### config.mk
export PLATFORM = sky130hd
export DESIGN_NAME = pfcgs_top
export DESIGN_NICKNAME = d
export VERILOG_FILES = /design/src/rtl/pfcgs_pkg.sv /design/src/rtl/pfcgs_sync.sv /design/src/rtl/pfcgs_timer.sv /design/src/rtl/pfcgs_top.sv
export VERILOG_INCLUDE_DIRS = /design/src /design/src/rtl
export SDC_FILE = /design/constraint.sdc
export NUM_CORES = 1
export LEC_CHECK = 0
export BUFFER_PORTS_ARGS = -buffer_cell sky130_fd_sc_hd__buf_2
export CORE_MARGIN = 2
export CORE_UTILIZATION = 68
export CTS_CLUSTER_DIAMETER = 60
export DETAILED_ROUTE_END_ITERATION = 12
export PLACE_DENSITY = 0.88
export SLEW_MARGIN = 40
export SYNTH_ARGS = -nofsm -noshare
export SYNTH_HDL_FRONTEND = slang
export SYNTH_HIERARCHICAL = 1
export SYNTH_SLANG_ARGS = --single-unit
export TNS_END_PERCENT = 50
### constraint.sdc
create_clock -name pclk -period 11.2 [get_ports pclk]
set_input_delay 0 -clock pclk [delete_from_list [all_inputs] [get_ports pclk]]
set_output_delay 0 -clock pclk [all_outputs]
set_load 0.03 [all_outputs]
### src/rtl/pfcgs_defs.svh
// Constants for the gate sequencing block: offsets, fields, timing.
`ifndef PFCGS_DEFS_SVH
`define PFCGS_DEFS_SVH

// Core clock rate and period.
`define PFCGS_CLK_HZ 10000000
`define PFCGS_CLK_NS 100

// Maximum frequency clamp options in hertz; least time, rounded up.
`define PFCGS_CLAMP_LO_HZ 131000
`define PFCGS_CLAMP_HI_HZ 250000
`define PFCGS_CLAMP_LO_CYC \
  ((`PFCGS_CLK_HZ + `PFCGS_CLAMP_LO_HZ - 1) / `PFCGS_CLAMP_LO_HZ)
`define PFCGS_CLAMP_HI_CYC \
  ((`PFCGS_CLK_HZ + `PFCGS_CLAMP_HI_HZ - 1) / `PFCGS_CLAMP_HI_HZ)

// Zero-current timeout, watchdog and enable filter in nanoseconds.
`define PFCGS_TOUT_NS 10000
`define PFCGS_TOUT_CYC (`PFCGS_TOUT_NS / `PFCGS_CLK_NS)
`define PFCGS_WDOG_NS 200000
`define PFCGS_WDOG_CYC (`PFCGS_WDOG_NS / `PFCGS_CLK_NS)
`define PFCGS_ENF_NS 100000
`define PFCGS_ENF_CYC (`PFCGS_ENF_NS / `PFCGS_CLK_NS)

// Disable timer options in milliseconds.
`define PFCGS_DIS0_MS 500
`define PFCGS_DIS1_MS 4000
`define PFCGS_DIS2_MS 13000
`define PFCGS_DIS0_CYC (`PFCGS_DIS0_MS * (`PFCGS_CLK_HZ / 1000))
`define PFCGS_DIS1_CYC (`PFCGS_DIS1_MS * (`PFCGS_CLK_HZ / 1000))
`define PFCGS_DIS2_CYC (`PFCGS_DIS2_MS * (`PFCGS_CLK_HZ / 1000))

// Supply hiccups needed before an auto restart.
`define PFCGS_HICCUPS 2'h3

// Register byte offsets.
`define PFCGS_CTRL_OFS 12'h000
`define PFCGS_STAT_OFS 12'h004

// Control register fields and reset value.
`define PFCGS_CTRL_CLAMP 0
`define PFCGS_CTRL_DIS_LO 1
`define PFCGS_CTRL_DIS_HI 2
`define PFCGS_CTRL_SKIP 3
`define PFCGS_CTRL_NLATCH 4
`define PFCGS_CTRL_RST 5'h00

// Status register fields.
`define PFCGS_ST_RUN 0
`define PFCGS_ST_PFC 1
`define PFCGS_ST_SKIP 2
`define PFCGS_ST_GATE 3
`define PFCGS_ST_TOK 4
`define PFCGS_ST_HIC_LO 5
`define PFCGS_ST_HIC_HI 6
`define PFCGS_ST_FSM_LO 7
`define PFCGS_ST_FSM_HI 8

`endif

### src/rtl/pfcgs_pkg.sv
// Types shared by the gate sequencing block.
package pfcgs_pkg;

  // Comparator and supervisor indications from the analog front end.
  typedef struct packed {
    logic zcd_trig;   // Zero-current detect trigger.
    logic on_end;     // On-time comparator ends the pulse.
    logic plev_low;   // Power level below disable reference.
    logic plev_high;  // Power level above reference plus hysteresis.
    logic ctl_low;    // Control voltage below skip threshold.
    logic ctl_high;   // Control voltage above skip plus hysteresis.
    logic vcc_on;     // Supply above its on threshold.
    logic vcc_low;    // Supply below its off threshold.
    logic vcc_reset;  // Supply below its reset threshold.
    logic brownout;   // Brown-out detected.
    logic line_ok;    // Line voltage present.
    logic overload;   // Flyback overload fault.
    logic overtemp;   // Junction above shutdown threshold.
    logic temp_cool;  // Junction below threshold minus hysteresis.
    logic uvp;        // Output undervoltage.
    logic regulated;  // Output has reached regulation.
    logic hard_ovp;   // Hard overvoltage.
    logic fb_short;   // Feedback input short.
    logic ss_done;    // Flyback soft start finished.
  } pfcgs_comp_t;

  // Controller supervisor states.
  typedef enum logic [1:0] {
    PF_OFF,
    PF_RUN,
    PF_HIC,
    PF_TSD
  } pfcgs_fsm_t;

  // Software control fields.
  typedef struct packed {
    logic       nonlatch;  // Overload leads to hiccup restart.
    logic       skip_en;   // Skip operation allowed.
    logic [1:0] dis_sel;   // Disable timer choice.
    logic       clamp_hi;  // Higher clamp frequency.
  } pfcgs_ctrl_t;

  // Synchroniser state.
  typedef struct packed {
    pfcgs_comp_t s1;
    pfcgs_comp_t s2;
  } pfcgs_sync_st_t;

  // Timer state.
  typedef struct packed {
    logic [27:0] cnt;
    logic        done;
  } pfcgs_tmr_st_t;

  // Top-level state.
  typedef struct packed {
    pfcgs_fsm_t  fsm;
    logic [1:0]  hic;
    logic        temp_ok;
    logic        ctl_on;
    logic        pfc_en;
    logic        skip;
    logic        reg_seen;
    logic        gate;
    logic        zcd_prev;
    logic        vcc_prev;
    pfcgs_ctrl_t ctrl;
    logic        pready;
    logic        pslverr;
    logic [31:0] prdata;
  } pfcgs_st_t;

endpackage

### src/rtl/pfcgs_sync.sv
// Two-stage synchroniser for the comparator inputs.
`timescale 1ns/1ns
`default_nettype none
module pfcgs_sync
  import pfcgs_pkg::*;
(
  input  wire logic        clk,
  input  wire logic        rst_n,
  input  wire logic        ce,
  input  wire pfcgs_comp_t din,
  output var  pfcgs_comp_t dout
);

  pfcgs_sync_st_t q;  // Registered stages.
  pfcgs_sync_st_t d;  // Next stages.

  // The first stage feeds only the second stage.
  always_comb
  begin
    d = q;
    if (ce)
    begin
      d.s1 = din;
      d.s2 = q.s1;
    end
  end

  // Stages clear to zero under reset.
  always_ff @(posedge clk or negedge rst_n)
  begin
    if (!rst_n)
      q <= '0;
    else
      q <= d;
  end

  assign dout = q.s2;

endmodule
`default_nettype wire

### src/rtl/pfcgs_timer.sv
// Cycle timer with a level run input and a sticky done flag.
`timescale 1ns/1ns
`default_nettype none
module pfcgs_timer
  import pfcgs_pkg::*;
(
  input  wire logic        clk,
  input  wire logic        rst_n,
  input  wire logic        ce,
  input  wire logic        clr,
  input  wire logic        run,
  input  wire logic [27:0] limit,
  output logic             done
);

  pfcgs_tmr_st_t q;  // Count and done flag.
  pfcgs_tmr_st_t d;  // Next count and flag.

  // Done rises limit cycles after run goes high; clr or a low run
  // restarts from zero.
  always_comb
  begin
    d = q;
    if (ce)
    begin
      if (clr || !run)
      begin
        d.cnt  = '0;
        d.done = 1'b0;
      end
      else if (!q.done)
      begin
        if (q.cnt >= limit - 28'h000_0001)
          d.done = 1'b1;
        else
          d.cnt = q.cnt + 28'h000_0001;
      end
    end
  end

  // State clears under reset.
  always_ff @(posedge clk or negedge rst_n)
  begin
    if (!rst_n)
      q <= '0;
    else
      q <= d;
  end

  assign done = q.done;

endmodule
`default_nettype wire

### src/rtl/pfcgs_top.sv
// Power factor stage gate sequencing with fault recovery and APB.
//
// Summary of operation
// - No new pulse before clamp timer expires.
// - After clamp, start on zero-current edge.
// - Timeout starts pulse without zero-current edge.
// - Every zero-current edge restarts the timeout.
// - Load enable logic waits for soft start.
// - Low power level starts the disable timer.
// - Disable time is one of three options.
// - Expired disable timer stops the stage.
// - Re-enable after filtered high power level.
// - Skip suspends pulses below skip threshold.
// - Skip ends above threshold plus hysteresis.
// - Skip blocked at startup and undervoltage.
// - Supply off or overload: three hiccups.
// - Overtemperature disables and keeps supply hiccuping.
// - Cooled junction restarts at next supply-on.
// - Reset, brown-out or line loss clear thermal.
// - Fault-free restart at next supply-on.
// - Watchdog restarts each pulse, off on faults.
//
// The placing of the registers and the APB slave port were chosen for this implementation.
`timescale 1ns/1ns
`default_nettype none
`include "pfcgs_defs.svh"
module pfcgs_top
  import pfcgs_pkg::*;
#(
  parameter logic [27:0] DIS0_CYC = 28'(`PFCGS_DIS0_CYC),
  parameter logic [27:0] DIS1_CYC = 28'(`PFCGS_DIS1_CYC),
  parameter logic [27:0] DIS2_CYC = 28'(`PFCGS_DIS2_CYC)
)
(
  input  wire logic        pclk,
  input  wire logic        presetn,
  input  wire logic        ce,
  input  wire logic        psel,
  input  wire logic        penable,
  input  wire logic        pwrite,
  input  wire logic [11:0] paddr,
  input  wire logic [31:0] pwdata,
  output logic [31:0]      prdata,
  output logic             pready,
  output logic             pslverr,
  input  wire pfcgs_comp_t comp_in,
  output logic             pfc_gate_out,
  output logic             ctl_on_out,
  output logic             pfc_en_out
);

  pfcgs_st_t   q;          // Registered state.
  pfcgs_st_t   d;          // Next state.
  pfcgs_comp_t s;          // Synchronised comparator inputs.
  logic        zcd_edge;   // New zero-current trigger.
  logic        vcc_rise;   // Supply crossed its on threshold.
  logic        clear_all;  // Reset, brown-out or line loss.
  logic        armed;      // Load-based enable logic active.
  logic        blocked;    // Pulses not allowed at all.
  logic        start;      // Begin a gate pulse now.
  logic        skip_ok;    // Skip gating allowed.
  logic        clamp_done; // Clamp timer expired.
  logic        tout_done;  // Timeout expired.
  logic        wd_done;    // Watchdog expired.
  logic        dis_done;   // Disable timer expired.
  logic        enf_done;   // Enable filter expired.
  logic [27:0] clamp_lim;  // Selected clamp count.
  logic [27:0] dis_lim;    // Selected disable count.
  logic        apb_acc;    // Access phase seen first time.
  logic [31:0] rd_word;    // Read data for the current address.
  logic        rd_bad;     // Address not mapped.

  // Every comparator indication is synchronised before use.
  pfcgs_sync u_sync (
    .clk   (pclk),
    .rst_n (presetn),
    .ce    (ce),
    .din   (comp_in),
    .dout  (s)
  );

  // Edge and level qualifiers derived from synchronised inputs.
  assign zcd_edge  = s.zcd_trig & ~q.zcd_prev;
  assign vcc_rise  = s.vcc_on & ~q.vcc_prev;
  assign clear_all = s.vcc_reset | s.brownout | ~s.line_ok;
  assign armed     = q.ctl_on & s.ss_done;

  // Pulses stop while off, disabled, skipping or in hard faults.
  assign blocked = ~q.ctl_on | ~q.pfc_en | q.skip
                 | s.hard_ovp | s.fb_short;

  // A pulse needs the clamp expired and a trigger.
  assign start = ~blocked & ~q.gate & clamp_done
               & (zcd_edge | tout_done | wd_done);

  // Skip gating only after regulation and outside undervoltage.
  assign skip_ok = q.ctrl.skip_en & q.reg_seen & ~s.uvp;

  // Clamp period choice.
  assign clamp_lim = q.ctrl.clamp_hi ? 28'(`PFCGS_CLAMP_HI_CYC)
                                     : 28'(`PFCGS_CLAMP_LO_CYC);

  // Disable time choice; the unused code takes the longest time.
  always_comb
  begin
    if (q.ctrl.dis_sel == 2'h0)
      dis_lim = DIS0_CYC;
    else if (q.ctrl.dis_sel == 2'h1)
      dis_lim = DIS1_CYC;
    else
      dis_lim = DIS2_CYC;
  end

  // Clamp timer runs from the start of each pulse.
  pfcgs_timer u_clamp (
    .clk   (pclk),
    .rst_n (presetn),
    .ce    (ce),
    .clr   (start),
    .run   (q.ctl_on),
    .limit (clamp_lim),
    .done  (clamp_done)
  );

  // Timeout restarts at each pulse and each zero-current edge.
  pfcgs_timer u_tout (
    .clk   (pclk),
    .rst_n (presetn),
    .ce    (ce),
    .clr   (start | zcd_edge),
    .run   (q.ctl_on),
    .limit (28'(`PFCGS_TOUT_CYC)),
    .done  (tout_done)
  );

  // Watchdog restarts at each pulse, held off in hard faults.
  pfcgs_timer u_wdog (
    .clk   (pclk),
    .rst_n (presetn),
    .ce    (ce),
    .clr   (start),
    .run   (q.ctl_on & ~s.hard_ovp & ~s.fb_short),
    .limit (28'(`PFCGS_WDOG_CYC)),
    .done  (wd_done)
  );

  // Disable timer runs only while the level stays low.
  pfcgs_timer u_dis (
    .clk   (pclk),
    .rst_n (presetn),
    .ce    (ce),
    .clr   (1'b0),
    .run   (armed & q.pfc_en & s.plev_low),
    .limit (dis_lim),
    .done  (dis_done)
  );

  // Enable filter needs an unbroken high level.
  pfcgs_timer u_enf (
    .clk   (pclk),
    .rst_n (presetn),
    .ce    (ce),
    .clr   (1'b0),
    .run   (armed & ~q.pfc_en & s.plev_high),
    .limit (28'(`PFCGS_ENF_CYC)),
    .done  (enf_done)
  );

  // Register read mux; unmapped addresses answer with an error.
  always_comb
  begin
    rd_word = 32'h0000_0000;
    rd_bad  = 1'b0;
    if (paddr == `PFCGS_CTRL_OFS)
      rd_word[4:0] = q.ctrl;
    else if (paddr == `PFCGS_STAT_OFS)
    begin
      rd_word[`PFCGS_ST_RUN]  = q.ctl_on;
      rd_word[`PFCGS_ST_PFC]  = q.pfc_en;
      rd_word[`PFCGS_ST_SKIP] = q.skip;
      rd_word[`PFCGS_ST_GATE] = q.gate;
      rd_word[`PFCGS_ST_TOK]  = q.temp_ok;
      rd_word[`PFCGS_ST_HIC_HI:`PFCGS_ST_HIC_LO] = q.hic;
      rd_word[`PFCGS_ST_FSM_HI:`PFCGS_ST_FSM_LO] = q.fsm;
    end
    else
      rd_bad = 1'b1;
  end

  // Access phase in its first cycle; the answer follows one later.
  assign apb_acc = psel & penable & ~q.pready;

  // Next-state logic for supervisor, enables, skip, gate and bus.
  always_comb
  begin
    d = q;
    if (ce)
    begin
      d.zcd_prev = s.zcd_trig;
      d.vcc_prev = s.vcc_on;
      // Supervisor sequencing.
      case (q.fsm)
        PF_OFF:
        begin
          // Fresh power-up at supply-on unless the junction is still over temperature.
          if (vcc_rise && !s.overtemp)
            d.fsm = PF_RUN;
        end
        PF_RUN:
        begin
          if (s.overtemp)
          begin
            d.fsm     = PF_TSD;
            d.temp_ok = 1'b0;
          end
          else if (s.vcc_low || (q.ctrl.nonlatch && s.overload))
          begin
            d.fsm = PF_HIC;
            d.hic = 2'h0;
          end
        end
        PF_HIC:
        begin
          // Each return to supply-on completes one hiccup.
          if (s.overtemp)
          begin
            d.fsm     = PF_TSD;
            d.temp_ok = 1'b0;
          end
          else if (vcc_rise)
          begin
            if (q.hic == `PFCGS_HICCUPS - 2'h1)
              d.fsm = PF_RUN;
            else
              d.hic = q.hic + 2'h1;
          end
        end
        default:
        begin
          // Thermal fault: supply keeps hiccuping until cool.
          if (s.temp_cool && !s.overtemp)
            d.temp_ok = 1'b1;
          if (vcc_rise && (q.temp_ok || s.temp_cool) && !s.overtemp)
            d.fsm = PF_RUN;
        end
      endcase
      // Supply reset, brown-out or line loss clear every fault.
      if (clear_all)
      begin
        d.fsm     = PF_OFF;
        d.temp_ok = 1'b0;
        d.hic     = 2'h0;
      end
      d.ctl_on = (d.fsm == PF_RUN);
      // A fresh start enables the stage and forgets regulation.
      if (d.ctl_on && !q.ctl_on)
      begin
        d.pfc_en   = 1'b1;
        d.reg_seen = 1'b0;
      end
      else if (dis_done)
        d.pfc_en = 1'b0;
      else if (enf_done)
      begin
        d.pfc_en   = 1'b1;
        d.reg_seen = 1'b0;
      end
      else if (s.uvp)
        d.reg_seen = 1'b0;
      else if (s.regulated && q.pfc_en)
        d.reg_seen = 1'b1;
      // Skip hysteresis between the two control thresholds.
      if (!skip_ok)
        d.skip = 1'b0;
      else if (s.ctl_low)
        d.skip = 1'b1;
      else if (s.ctl_high)
        d.skip = 1'b0;
      // Gate drive.
      if (blocked)
        d.gate = 1'b0;
      else if (start)
        d.gate = 1'b1;
      else if (q.gate && s.on_end)
        d.gate = 1'b0;
      // Bus answer and register write.
      d.pready  = apb_acc;
      d.pslverr = apb_acc & rd_bad;
      if (apb_acc && !pwrite)
        d.prdata = rd_word;
      if (apb_acc && pwrite && paddr == `PFCGS_CTRL_OFS)
      begin
        d.ctrl.clamp_hi = pwdata[`PFCGS_CTRL_CLAMP];
        d.ctrl.dis_sel  = pwdata[`PFCGS_CTRL_DIS_HI:`PFCGS_CTRL_DIS_LO];
        d.ctrl.skip_en  = pwdata[`PFCGS_CTRL_SKIP];
        d.ctrl.nonlatch = pwdata[`PFCGS_CTRL_NLATCH];
      end
    end
  end

  // State register; all fields clear except the control reset value.
  always_ff @(posedge pclk or negedge presetn)
  begin
    if (!presetn)
    begin
      q      <= '0;
      q.fsm  <= PF_OFF;
      q.ctrl <= pfcgs_ctrl_t'(`PFCGS_CTRL_RST);
    end
    else
      q <= d;
  end

  // Outputs come straight from state flip-flops.
  assign prdata       = q.prdata;
  assign pready       = q.pready;
  assign pslverr      = q.pslverr;
  assign pfc_gate_out = q.gate;
  assign ctl_on_out   = q.ctl_on;
  assign pfc_en_out   = q.pfc_en;

  // A rising gate always follows an expired clamp.
  a_clamp_gap: assert property (@(posedge pclk) disable iff (!presetn)
    $rose(q.gate) |-> $past(clamp_done))
    else $error("Gate rose before the clamp expired.");

  // A zero-current edge after the clamp starts a pulse.
  a_zcd_start: assert property (@(posedge pclk) disable iff (!presetn)
    ce && !blocked && !q.gate && clamp_done && zcd_edge |=> q.gate)
    else $error("Zero-current edge did not start a pulse.");

  // Expired timeout after the clamp starts a pulse.
  a_tout_start: assert property (@(posedge pclk) disable iff (!presetn)
    ce && !blocked && !q.gate && clamp_done && tout_done
    |=> q.gate)
    else $error("Timeout did not start a pulse.");

  // A zero-current edge restarts the timeout.
  a_tout_restart: assert property (@(posedge pclk) disable iff (!presetn)
    ce && zcd_edge |=> !tout_done)
    else $error("Timeout not restarted by zero-current edge.");

  // Nothing disables the stage before soft start ends.
  a_ss_hold: assert property (@(posedge pclk) disable iff (!presetn)
    ce && q.fsm == PF_RUN && !s.ss_done && q.pfc_en && !clear_all
    && !s.overtemp && !s.vcc_low && !s.overload |=> q.pfc_en)
    else $error("Stage disabled during soft start.");

  // Disable expiry turns the stage and then its gate off.
  a_dis_off: assert property (@(posedge pclk) disable iff (!presetn)
    ce && dis_done |=> !q.pfc_en ##1 !q.gate)
    else $error("Stage not turned off by disable timer.");

  // Skip needs prior regulation and holds the gate off from the next cycle.
  a_skip_gate: assert property (@(posedge pclk) disable iff (!presetn)
    ce && q.skip |-> $past(q.reg_seen) ##1 !q.gate)
    else $error("Gate active during skip or skip too early.");

  // Auto restart only after the third hiccup.
  a_hic_count: assert property (@(posedge pclk) disable iff (!presetn)
    ce && q.fsm == PF_HIC && d.fsm == PF_RUN |-> q.hic == 2'h2)
    else $error("Restart before three hiccups.");

  // Thermal fault keeps the controller off and the gate off next cycle.
  a_tsd_off: assert property (@(posedge pclk) disable iff (!presetn)
    ce && q.fsm == PF_TSD |-> !q.ctl_on ##1 !q.gate)
    else $error("Controller active in thermal fault.");

  // Each pulse start restarts the watchdog.
  a_wd_restart: assert property (@(posedge pclk) disable iff (!presetn)
    ce && start |=> !wd_done)
    else $error("Watchdog not restarted at pulse start.");

  // Hard overvoltage or a feedback short holds the watchdog off.
  a_wd_hold: assert property (@(posedge pclk) disable iff (!presetn)
    ce && (s.hard_ovp || s.fb_short) |=> !wd_done)
    else $error("Watchdog ran during a hard fault.");

endmodule
`default_nettype wire

==> flow_metrics.py, run 1 <==
metrics = {
    "outcome": {
        "status": "finished, final reports clean",
    },
    "logic_synthesis": {
        "synth_edf_count": 0,
        "syn_inst": 1970,
        "synth_cell_type_count": 86,
        "postSynth.asyncResetShare_pct": 100,
        "synth_top_area_cell": "dfrtp_1",
        "netlist_area_um2": 17600,
        "yosys_warnings": 6,
        "synthTopCellsByArea": "dfrtp_1, ha_1, xnor2_1, nor2_1, a221o_1",
        "ys_seq_elements": 211,
        "synth_top_flop_cell": "dfrtp_1",
        "syn_avg_cell_area_um2": 8.92,
        "ys_seq_area_share_pct": 30.0,
        "yosys.area.top_type_share_pct": 30.0,
    },
    "critical_path": {
        "r2r_slack_ns": 5.43,
        "startpoint": "q[36]",
        "crit_required_ns": 11.62,
        "cp-start-kind": "flop",
        "crit_type": "reg2reg",
        "cp.arrival_ns": 6.20,
        "critical-path-max-stage-delay_ns": 0.71,
        "r2r_cells": 17,
        "crit_chain": "buf_4 > inv_1 > nand2_1 > inv_1 > or4_4 > nor4_2 > nand4_1 > nor2_1 > nand3_1 > xor2_1 > ha_1 > a21oi_1 > a21boi_0 > a2111oi_4 > nand4_1 > or4_1 > o211ai_1",
        "cp_slowest_cell": "or4_1",
        "rr_endpoint": "u_dis/q[5]",
        "worstReg2RegStart": "q[36]",
        "worstSetupEndpoint": "u_dis/q[5]",
        "end_kind": "flop",
        "crit_fanout": 33,
    },
    "power_and_ir_drop": {
        "p_sw_share_pct": 26.0,
        "power.leakage_nw": 9.67,
        "combPwrFrac_pct": 11.8,
        "pwr-share-clk_pct": 44.5,
        "finalPower_mw": 1.84,
        "cellPowerDensity_nw_per_um2": 91.2,
        "p_seq_share_pct": 43.7,
        "irDropWorstVdd_v": 0.000118,
        "intPower_mw": 1.36,
        "netSwitchingPower_mw": 0.479,
    },
    "clock_tree": {
        "clk_path_buf_depth": 3,
        "cts.repair.resized": 0,
        "clock_sinks": 211,
        "root_buffer": "clkbuf_16",
        "cts_made_buffers": 23,
        "cts_setup_buffers": 0,
        "clkLatencyLatePin_ns": 0.51,
        "cts.reportedPaths.clkPinSlew_ns": 0.06,
        "htree_num_levels": 1,
        "hold_buffers": 31,
        "cts_tree": "built",
    },
    "finish": {
        "diodes": 0,
        "areaGrowthSynthToFinish_pct": 14.8,
        "drive_gt1_share_pct": 9.15,
        "n_fill_cell": 1624,
        "fin_nets": 2580,
    },
    "sta": {
        "tightest_slew_ns": 0.782,
        "tns_ns": 0,
        "slew_viol_final": 0,
        "fmax_ghz": 0.173,
        "max_slew_margin_pct": 47.8,
        "skew_ns": 0.00903,
        "period_share_pct": 51.5,
        "hold_viol": 0,
        "rsz0062_at_grt": "false",
        "setup_viol": 0,
        "fin_crit_ns": 5.77,
        "hold_slack_ns": 0.0502,
    },
    "floorplan": {
        "coreArea_um2": 25300,
        "dieArea_um2": 27100,
        "die_h_um": 165,
        "rows": 58,
        "start_util_pct": 69.6,
        "die_w_um": 165,
        "ios": 106,
    },
    "placement": {
        "place.gp.congestion": 0.917,
        "io_buffers": 55,
        "place_hpwl_mm": 31.6,
    },
    "detailed_routing": {
        "drc": 0,
        "routed_wl_mm": 44.1,
        "firstDrtPassIters": 5,
        "routed-via-count": 16300,
        "avgViaCountPerCell": 6.03,
        "routedWlPerCell_um": 16.3,
        "ant_nets": 0,
        "first_iter_violations": 1521,
    },
    "global_route": {
        "grt_pass1_vias": 15600,
        "grt_pass1_wl_mm": 73.5,
        "antenna_found_initial": 0,
        "grt_usage_pct": 33.0,
        "grt_max_degree": 81,
        "overflow": 0,
    },
    "worst_hold_path": {
        "worstHoldPathType": "in2reg",
    },
    "run": {
        "max-cap-violations": 0,
    },
}
-- power by group through the flow --
stage	Sequential (mW)	Clock [mW]	Combinational, mW
floorplan	0.809	0	0.174
global placement	0.815	0	0.188
detailed placement	0.817	0	0.198
CTS	0.803	0.823	0.208
global route	0.806	0.855	0.243
finish	0.804	0.820	0.218
-- metal layers --
metal | GRT usage [%] | vias to the layer above | part of all wire [%]
li1 | - | 7747 | -
met1 | 43.2 | 7690 | 41
met4 | 12.0 | 0 | 3.3
met5 | 0 | - | 0
met3 | 3.92 | 140 | 7.3
met2 | 56.4 | 721 | 48
-- per-stage QoR --
step                      std cells  cell area (µm²)  utilization, %  setup slack (ns)
after floorplan                2330            18900               -              6.85
after global placement         2629            19000            75.2              5.92
after detailed placement       2630            19100            75.4              5.63
after CTS                      2701            20200            79.9              5.58
after global routing           2701            20200            79.9              4.99
final                          2701            20200            79.9              5.43
-- state kept, by name, indices dropped and copies added (netlist names) --
signal and cells:
ctl_on_out 1, pfc_en_out 1, pfc_gate_out 1, prdata 9, pready 1, pslverr 1
q 14, u_clamp/done 1, u_clamp/q 28, u_dis/done 1, u_dis/q 28, u_enf/done 1
u_enf/q 28, u_sync/dout 19, u_sync/q 19, u_tout/done 1, u_tout/q 28, u_wdog/done 1
u_wdog/q 28
-- synth_stat cells, types with 21 or more instances --
cell     instances
a211o_1         22
a21oi_1         60
a221o_1         76
a22o_1          25
and3_1          21
buf_4           52
dfrtp_1        211
ha_1           155
inv_1           65
mux2_2          26
nand2_1        153
nand3_1        143
nand4_1         36
nor2_1         211
nor2b_1         24
nor3_1          84
nor4_1          49
o21ai_0         48
xnor2_1         93
xor2_1          45
-- worst min-delay path by stage --
stage                        from         end  slack, ns  depth (start not counted)
after floorplan           presetn  ctl_on_out      -0.30                          0
after global placement    presetn  u_dis/q[4]       0.04                          1
after detailed placement  presetn  u_dis/q[4]       0.05                          1
after CTS                      ce      pready       0.04                          2
after global routing           ce      pready       0.05                          2
final                          ce      pready       0.05                          2
-- worst max-delay path, delay by kind of cell (launching register included) --
| kind | cells | cell delay [ns] |
|---|---|---|
| fa+ha+maj | 1 | 0.33 |
| buf+inv | 3 | 0.80 |
| simple gates | 8 | 2.99 |
| xor+xnor | 1 | 0.20 |
| compound gates | 4 | 0.95 |
| flops | 1 | 0.38 |
-- cell usage in the layout (no fill, tap or decap), types with 65 or more instances in the layout --
cell | Yosys | final
a221o_1 | 76 | 76
nor3_1 | 84 | 83
nand3_1 | 143 | 143
conb_1 | 2 | 362
inv_1 | 65 | 65
nand2_1 | 153 | 153
dfrtp_1 | 211 | 211
ha_1 | 155 | 155
xnor2_1 | 93 | 93
nor2_1 | 211 | 210
-- final cells by class --
type | instances | area [µm²] | share of cell area, %
Sequential cell | 211 | 5280 | 26.2
Timing Repair Buffer | 103 | 742 | 3.68
Inverter | 65 | 244 | 1.21
Tap cell | 330 | 413 | 2.05
Clock buffer | 29 | 628 | 3.11
Multi-Input combinational cell | 1952 | 12700 | 62.9
Clock inverter | 11 | 181 | 0.899
-- cell families after synthesis --
group / Yosys count / share of synthesized area (%)
buffers and inverters: 167 / 5.63
AO/OA/AOI/OAI: 374 / 16.8
adder cells (fa/ha/maj): 155 / 11.0
other: 2 / 0.0427
AND/OR/NAND/NOR: 867 / 25.6
flip-flops: 211 / 30.0
multiplexers: 56 / 3.97
XOR/XNOR: 138 / 6.88
Note: power is estimated with default switching activity, not from simulation.
==> run 2, diff against run 1 <==
Settings changed: ABC_AREA set to 1, CORE_UTILIZATION 68 to 64, PLACE_DENSITY 0.88 to 0.83.
Clock period 11.2 ns to 6 ns, I/O delays scaled along.
==> flow_metrics.py, run 2 <==
metrics = {
    "logic_synthesis": {
        "ys_seq_elements": 211,
        "synth_top_area_cell": "dfrtp_1",
        "synthMostInstantiatedCell": "nand2_1",
        "synth_top_flop_cell": "dfrtp_1",
        "synthTopCellsByArea": "dfrtp_1, nand2_1, ha_1, nor2_1, inv_1",
        "ys_seq_area_share_pct": 25.0,
        "syn_inst": 3209,
        "syn_avg_cell_area_um2": 6.59,
        "postSynth.asyncResetShare_pct": 100,
        "netlist_area_um2": 21100,
        "synth_cell_type_count": 55,
        "yosys.area.top_type_share_pct": 25.0,
        "synth_edf_count": 0,
        "synth_common_cells": "nand2_1, nor2_1, inv_1",
        "yosys_warnings": 6,
    },
    "placement": {
        "place_ws_ns": 1.99,
        "placed_area_um2": 22500,
        "place.gp.congestion": 0.942,
        "io_buffers": 55,
        "place_hpwl_mm": 39.7,
        "placed_cells": 3959,
    },
    "critical_path": {
        "end_kind": "flop",
        "r2r_cells": 19,
        "worstReg2RegStart": "q[36]",
        "crit_type": "reg2reg",
        "worstSetupEndpoint": "u_dis/q[19]",
        "startpoint": "q[36]",
        "crit_required_ns": 6.48,
        "cp.arrival_ns": 4.60,
        "r2r_slack_ns": 1.88,
        "crit_fanout": 30,
        "cp-start-kind": "flop",
        "rr_endpoint": "u_dis/q[19]",
    },
    "finish": {
        "fin_area_um2": 23900,
        "multi_input_area_um2": 14900,
        "diodes": 0,
        "finalCoreUtilization_pct": 73.5,
        "fin_cells": 4055,
        "regArea_um2": 5280,
        "drive_gt1_share_pct": 9.60,
        "fin_nets": 3817,
        "layout_commonest_cell": "nand2_1",
        "layout_common_cells": "nand2_1, nor2_1, inv_1",
        "areaGrowthSynthToFinish_pct": 13.1,
        "n_fill_cell": 2728,
    },
    "global_route": {
        "antenna_found_initial": 0,
        "overflow": 0,
        "grt_pass1_wl_mm": 91.4,
        "grt_usage_pct": 32.2,
        "grt_max_degree": 81,
        "grt_pass1_vias": 19600,
    },
    "sta": {
        "period_share_pct": 68.7,
        "rsz0062_at_grt": "false",
        "hold_slack_ns": -0.00233,
        "worst_slack_ns": 1.88,
        "tightest_slew_ns": 0.733,
        "fin_crit_ns": 4.12,
        "skew_ns": 0.0181,
        "max_slew_margin_pct": 51.1,
        "tns_ns": 0,
        "fmax_ghz": 0.243,
        "hold_viol": 1,
        "slew_viol_final": 0,
        "setup_viol": 0,
    },
    "floorplan": {
        "dieArea_um2": 34500,
        "rows": 66,
        "die_h_um": 186,
        "ios": 106,
        "start_util_pct": 65.0,
        "die_w_um": 186,
        "coreArea_um2": 32500,
    },
    "detailed_routing": {
        "ant_nets": 0,
        "drc": 0,
        "firstDrtPassIters": 5,
        "avgViaCountPerCell": 5.12,
        "routedWlPerCell_um": 13.4,
        "first_iter_violations": 1754,
        "routed_wl_mm": 54.5,
        "routed-via-count": 20800,
    },
    "run": {
        "max-cap-violations": 0,
    },
    "clock_tree": {
        "htree_num_levels": 1,
        "hold_buffers": 47,
        "cts_made_buffers": 26,
        "cts.repair.resized": 0,
        "clk_path_buf_depth": 3,
        "clkLatencyLatePin_ns": 0.54,
        "cts_setup_buffers": 0,
        "clock_sinks": 211,
        "cts_tree": "built",
        "cts.reportedPaths.clkPinSlew_ns": 0.07,
        "root_buffer": "clkbuf_16",
    },
    "power_and_ir_drop": {
        "power.leakage_nw": 12.4,
        "irDropWorstVdd_v": 0.000232,
        "cellPowerDensity_nw_per_um2": 154,
        "finalPower_mw": 3.68,
    },
    "worst_hold_path": {
        "worstHoldPathType": "in2async",
    },
    "outcome": {
        "status": "complete, but fails checks",
        "violations": "negative hold slack",
    },
}
run 2: how the worst min path moves through the flow:
stage / endpoint / startpoint / depth (start not counted)
after global placement: u_wdog/q[25] / presetn / 1
after CTS: u_wdog/q[23] / presetn / 2
after detailed placement: u_wdog/q[23] / presetn / 1
final: u_wdog/q[23] / presetn / 2
after floorplan: ctl_on_out / presetn / 0
after global routing: u_wdog/q[23] / presetn / 2
run 2: cells by family (layout without fill, tap and decap cells):
kind of cell	Yosys count	after routing	share of synthesized area, %
fa+ha+maj	155	155	9.17
compound gates	171	171	4.47
mux	5	5	0.266
buf+inv	492	537	11.1
simple gates	2011	2011	43.3
xor+xnor	162	162	6.71
other cells	2	361	0.0355
flops	211	211	25.0
run 2: critical path, stage by stage, from the launching register on:
cell and delay, ns:
dfrtp_2 0.74, inv_1 0.41, nor2_1 0.28, nand2_1 0.08
inv_1 0.08, nand4_1 0.17, nor2_1 0.28, nand4_1 0.15
xor2_1 0.18, ha_1 0.33, nand4_1 0.13, nor2_2 0.17
nand2_1 0.09, nor2_1 0.09, nand2_1 0.06, nand3_1 0.08
nand2_2 0.19, nand2_4 0.33, nand2_1 0.12, nand2_1 0.08
run 2: where the power goes:
part | internal, mW | switching (mW)
Combinational | 0.144 | 0.323
Clock | 1.04 | 0.678
Sequential | 1.46 | 0.0372
Total | 2.65 | 1.04
run 2: cell type report:
cell class / count / share of cell area [%]
multi-input combinational: 2865 / 62.2
inverter: 381 / 5.98
tap: 442 / 2.31
timing repair buffer: 108 / 3.50
sequential: 211 / 22.1
clock buffer: 30 / 3.00
clock inverter: 18 / 0.942
run 2: routing by layer:
layer / wire (µm) / vias to the layer above / track usage [%] / share of wire [%]
li1: - / 10500 / - / -
met1: 24000 / 9528 / 42.1 / 44
met2: 26000 / 638 / 56.1 / 48
met3: 3160 / 114 / 3.37 / 5.8
met4: 1410 / 0 / 9.83 / 2.6
met5: 0 / - / 0 / 0
==> run 3, diff against run 2 <==
Clock period 6 ns to 3.8 ns, I/O delays scaled along.
==> flow_metrics.py, run 3 (synthesis results as in run 2) <==
metrics = {
    "outcome": {
        "status": "finished, final reports clean",
    },
    "sta": {
        "period_share_pct": 91.0,
        "fmax_ghz": 0.289,
        "max_slew_margin_pct": 53.0,
        "tns_ns": 0,
        "rsz0062_at_grt": "false",
        "slew_viol_final": 0,
        "setup_viol": 0,
        "hold_viol": 0,
        "tightest_slew_ns": 0.705,
        "fin_crit_ns": 3.46,
        "skew_ns": 0.00836,
    },
    "floorplan": {
        "rows": 66,
        "dieArea_um2": 34500,
        "ios": 106,
        "die_h_um": 186,
        "die_w_um": 186,
        "coreArea_um2": 32500,
        "start_util_pct": 65.0,
    },
    "detailed_routing": {
        "wl_met1_mm": 22.4,
        "highest_layer": "met4",
        "routed_wl_mm": 53.4,
        "firstDrtPassIters": 5,
        "first_iter_violations": 1577,
        "drc": 0,
        "ant_nets": 0,
        "wl_met2_mm": 26.2,
        "met3_wirelength_mm": 2.58,
        "routedWlPerCell_um": 13.2,
        "avgViaCountPerCell": 5.10,
        "routed-via-count": 20700,
    },
    "finish": {
        "layout_common_cells": "nand2_1, nor2_1, inv_1",
        "fin_nets": 3814,
        "layout_commonest_cell": "nand2_1",
        "diodes": 0,
        "finalCoreUtilization_pct": 73.5,
        "areaGrowthSynthToFinish_pct": 13.2,
        "n_fill_cell": 2702,
        "drive_gt1_share_pct": 9.75,
    },
    "clock_tree": {
        "cts.reportedPaths.clkPinSlew_ns": 0.06,
        "root_buffer": "clkbuf_16",
        "htree_num_levels": 1,
        "cts_made_buffers": 26,
        "clock_sinks": 211,
        "clkLatencyLatePin_ns": 0.53,
        "cts_tree": "built",
        "clk_path_buf_depth": 3,
        "cts_setup_buffers": 0,
    },
    "placement": {
        "place.gp.congestion": 0.976,
        "io_buffers": 55,
        "place_hpwl_mm": 39.8,
    },
    "critical_path": {
        "cp-start-kind": "flop",
        "rr_endpoint": "u_dis/q[23]",
        "crit_fanout": 14,
        "crit_chain": "inv_1 > nor2_1 > inv_1 > nor2_1 > nand3_1 > nor2_1 > nand4_1 > xor2_1 > ha_1 > a21oi_1 > nor2_1 > nor2_1 > nand2_1 > nor2_1 > nand3_1 > nand2_2 > buf_4 > nand3_1 > nand2_1",
        "crit_type": "reg2reg",
        "cp_common_cell": "nor2_1",
        "end_kind": "flop",
        "r2r_cells": 19,
        "critical-path-max-stage-delay_ns": 0.39,
        "cp.arrival_ns": 3.92,
        "cp_slowest_cell": "dfrtp_1",
        "crit_required_ns": 4.27,
        "worstReg2RegStart": "q[36]",
        "cpLargestDelayFamily": "simple AND/OR/NAND/NOR gates",
        "crit_buf_inv": 3,
        "r2r_slack_ns": 0.34,
    },
    "power_and_ir_drop": {
        "irDropWorstVdd_v": 0.000326,
        "power.leakage_nw": 12.4,
        "cellPowerDensity_nw_per_um2": 248,
    },
    "global_route": {
        "antenna_found_initial": 0,
        "grt_pass1_vias": 19700,
        "grt_max_degree": 65,
        "grt_pass1_wl_mm": 89.4,
        "overflow": 0,
        "grt_usage_pct": 31.4,
    },
    "run": {
        "max-cap-violations": 0,
    },
    "worst_hold_path": {
        "worstHoldPathType": "in2async",
    },
}
run 3: changes by cell type in the layout (fill, tap and decap cells not counted), sizes merged, moves of 3 or more:
cell / previous run / this run
clkinv: 7 / 4
inv: 387 / 381
dlygate4sd3: 47 / 37
buf: 60 / 67
clkbuf: 31 / 35
bufinv: 4 / 7
run 3: where the power goes:
part	switching [mW]	internal [mW]
Combinational	0.501	0.223
Clock	1.00	1.83
Sequential	0.0588	2.31
Total	1.56	4.36
run 3: final cells by class:
class / count / area [µm²] / share of cell area [%]
flip-flops and latches: 211 / 5280 / 22.1
well taps: 442 / 553 / 2.31
clock buffers: 34 / 732 / 3.06
clock inverters: 14 / 253 / 1.06
multi-input cells: 2865 / 14900 / 62.3
repair buffers: 105 / 782 / 3.27
inverters: 381 / 1430 / 5.98
run 3: how the worst max path moves through the flow:
stage	from	endpoint	slack [ns]	depth (start not counted)
after floorplan	q[36]	u_dis/q[5]	0.56	20
after global placement	q[36]	u_dis/q[25]	0.51	21
after detailed placement	q[36]	u_dis/q[28]	0.36	21
after CTS	q[36]	u_dis/q[23]	0.31	21
after global routing	q[36]	u_dis/q[23]	0.02	19
final	q[36]	u_dis/q[23]	0.34	19
run 3: repair_timing:
action	in CTS	in global routing
hold endpoints to repair	246	0
setup endpoints to repair	0	28
hold buffers	37	0
resized for setup	0	4
run 3: metal layers:
metal / up-vias / global-route usage (%)
li1: 10500 / -
met3: 132 / 2.70
met2: 623 / 56.6
met1: 9461 / 38.5
met4: 0 / 12.9
met5: - / 0
run 3: stage by stage:
step           cell area (µm²)  power [mW]  std cells  setup slack [ns]  hold slack (ns)
6_report                 23900        5.92       4052             0.343           0.0129
5_1_grt                  23900        6.16       4052            0.0194           0.0769
4_1_cts                  23900        5.92       4052             0.306           0.0271
3_5_place_dp             22600        3.07       3967             0.356          -0.0151
3_3_place_gp             22500        3.04       3966             0.507            0.183
2_1_floorplan            22500        2.96       3568             0.560           -0.296
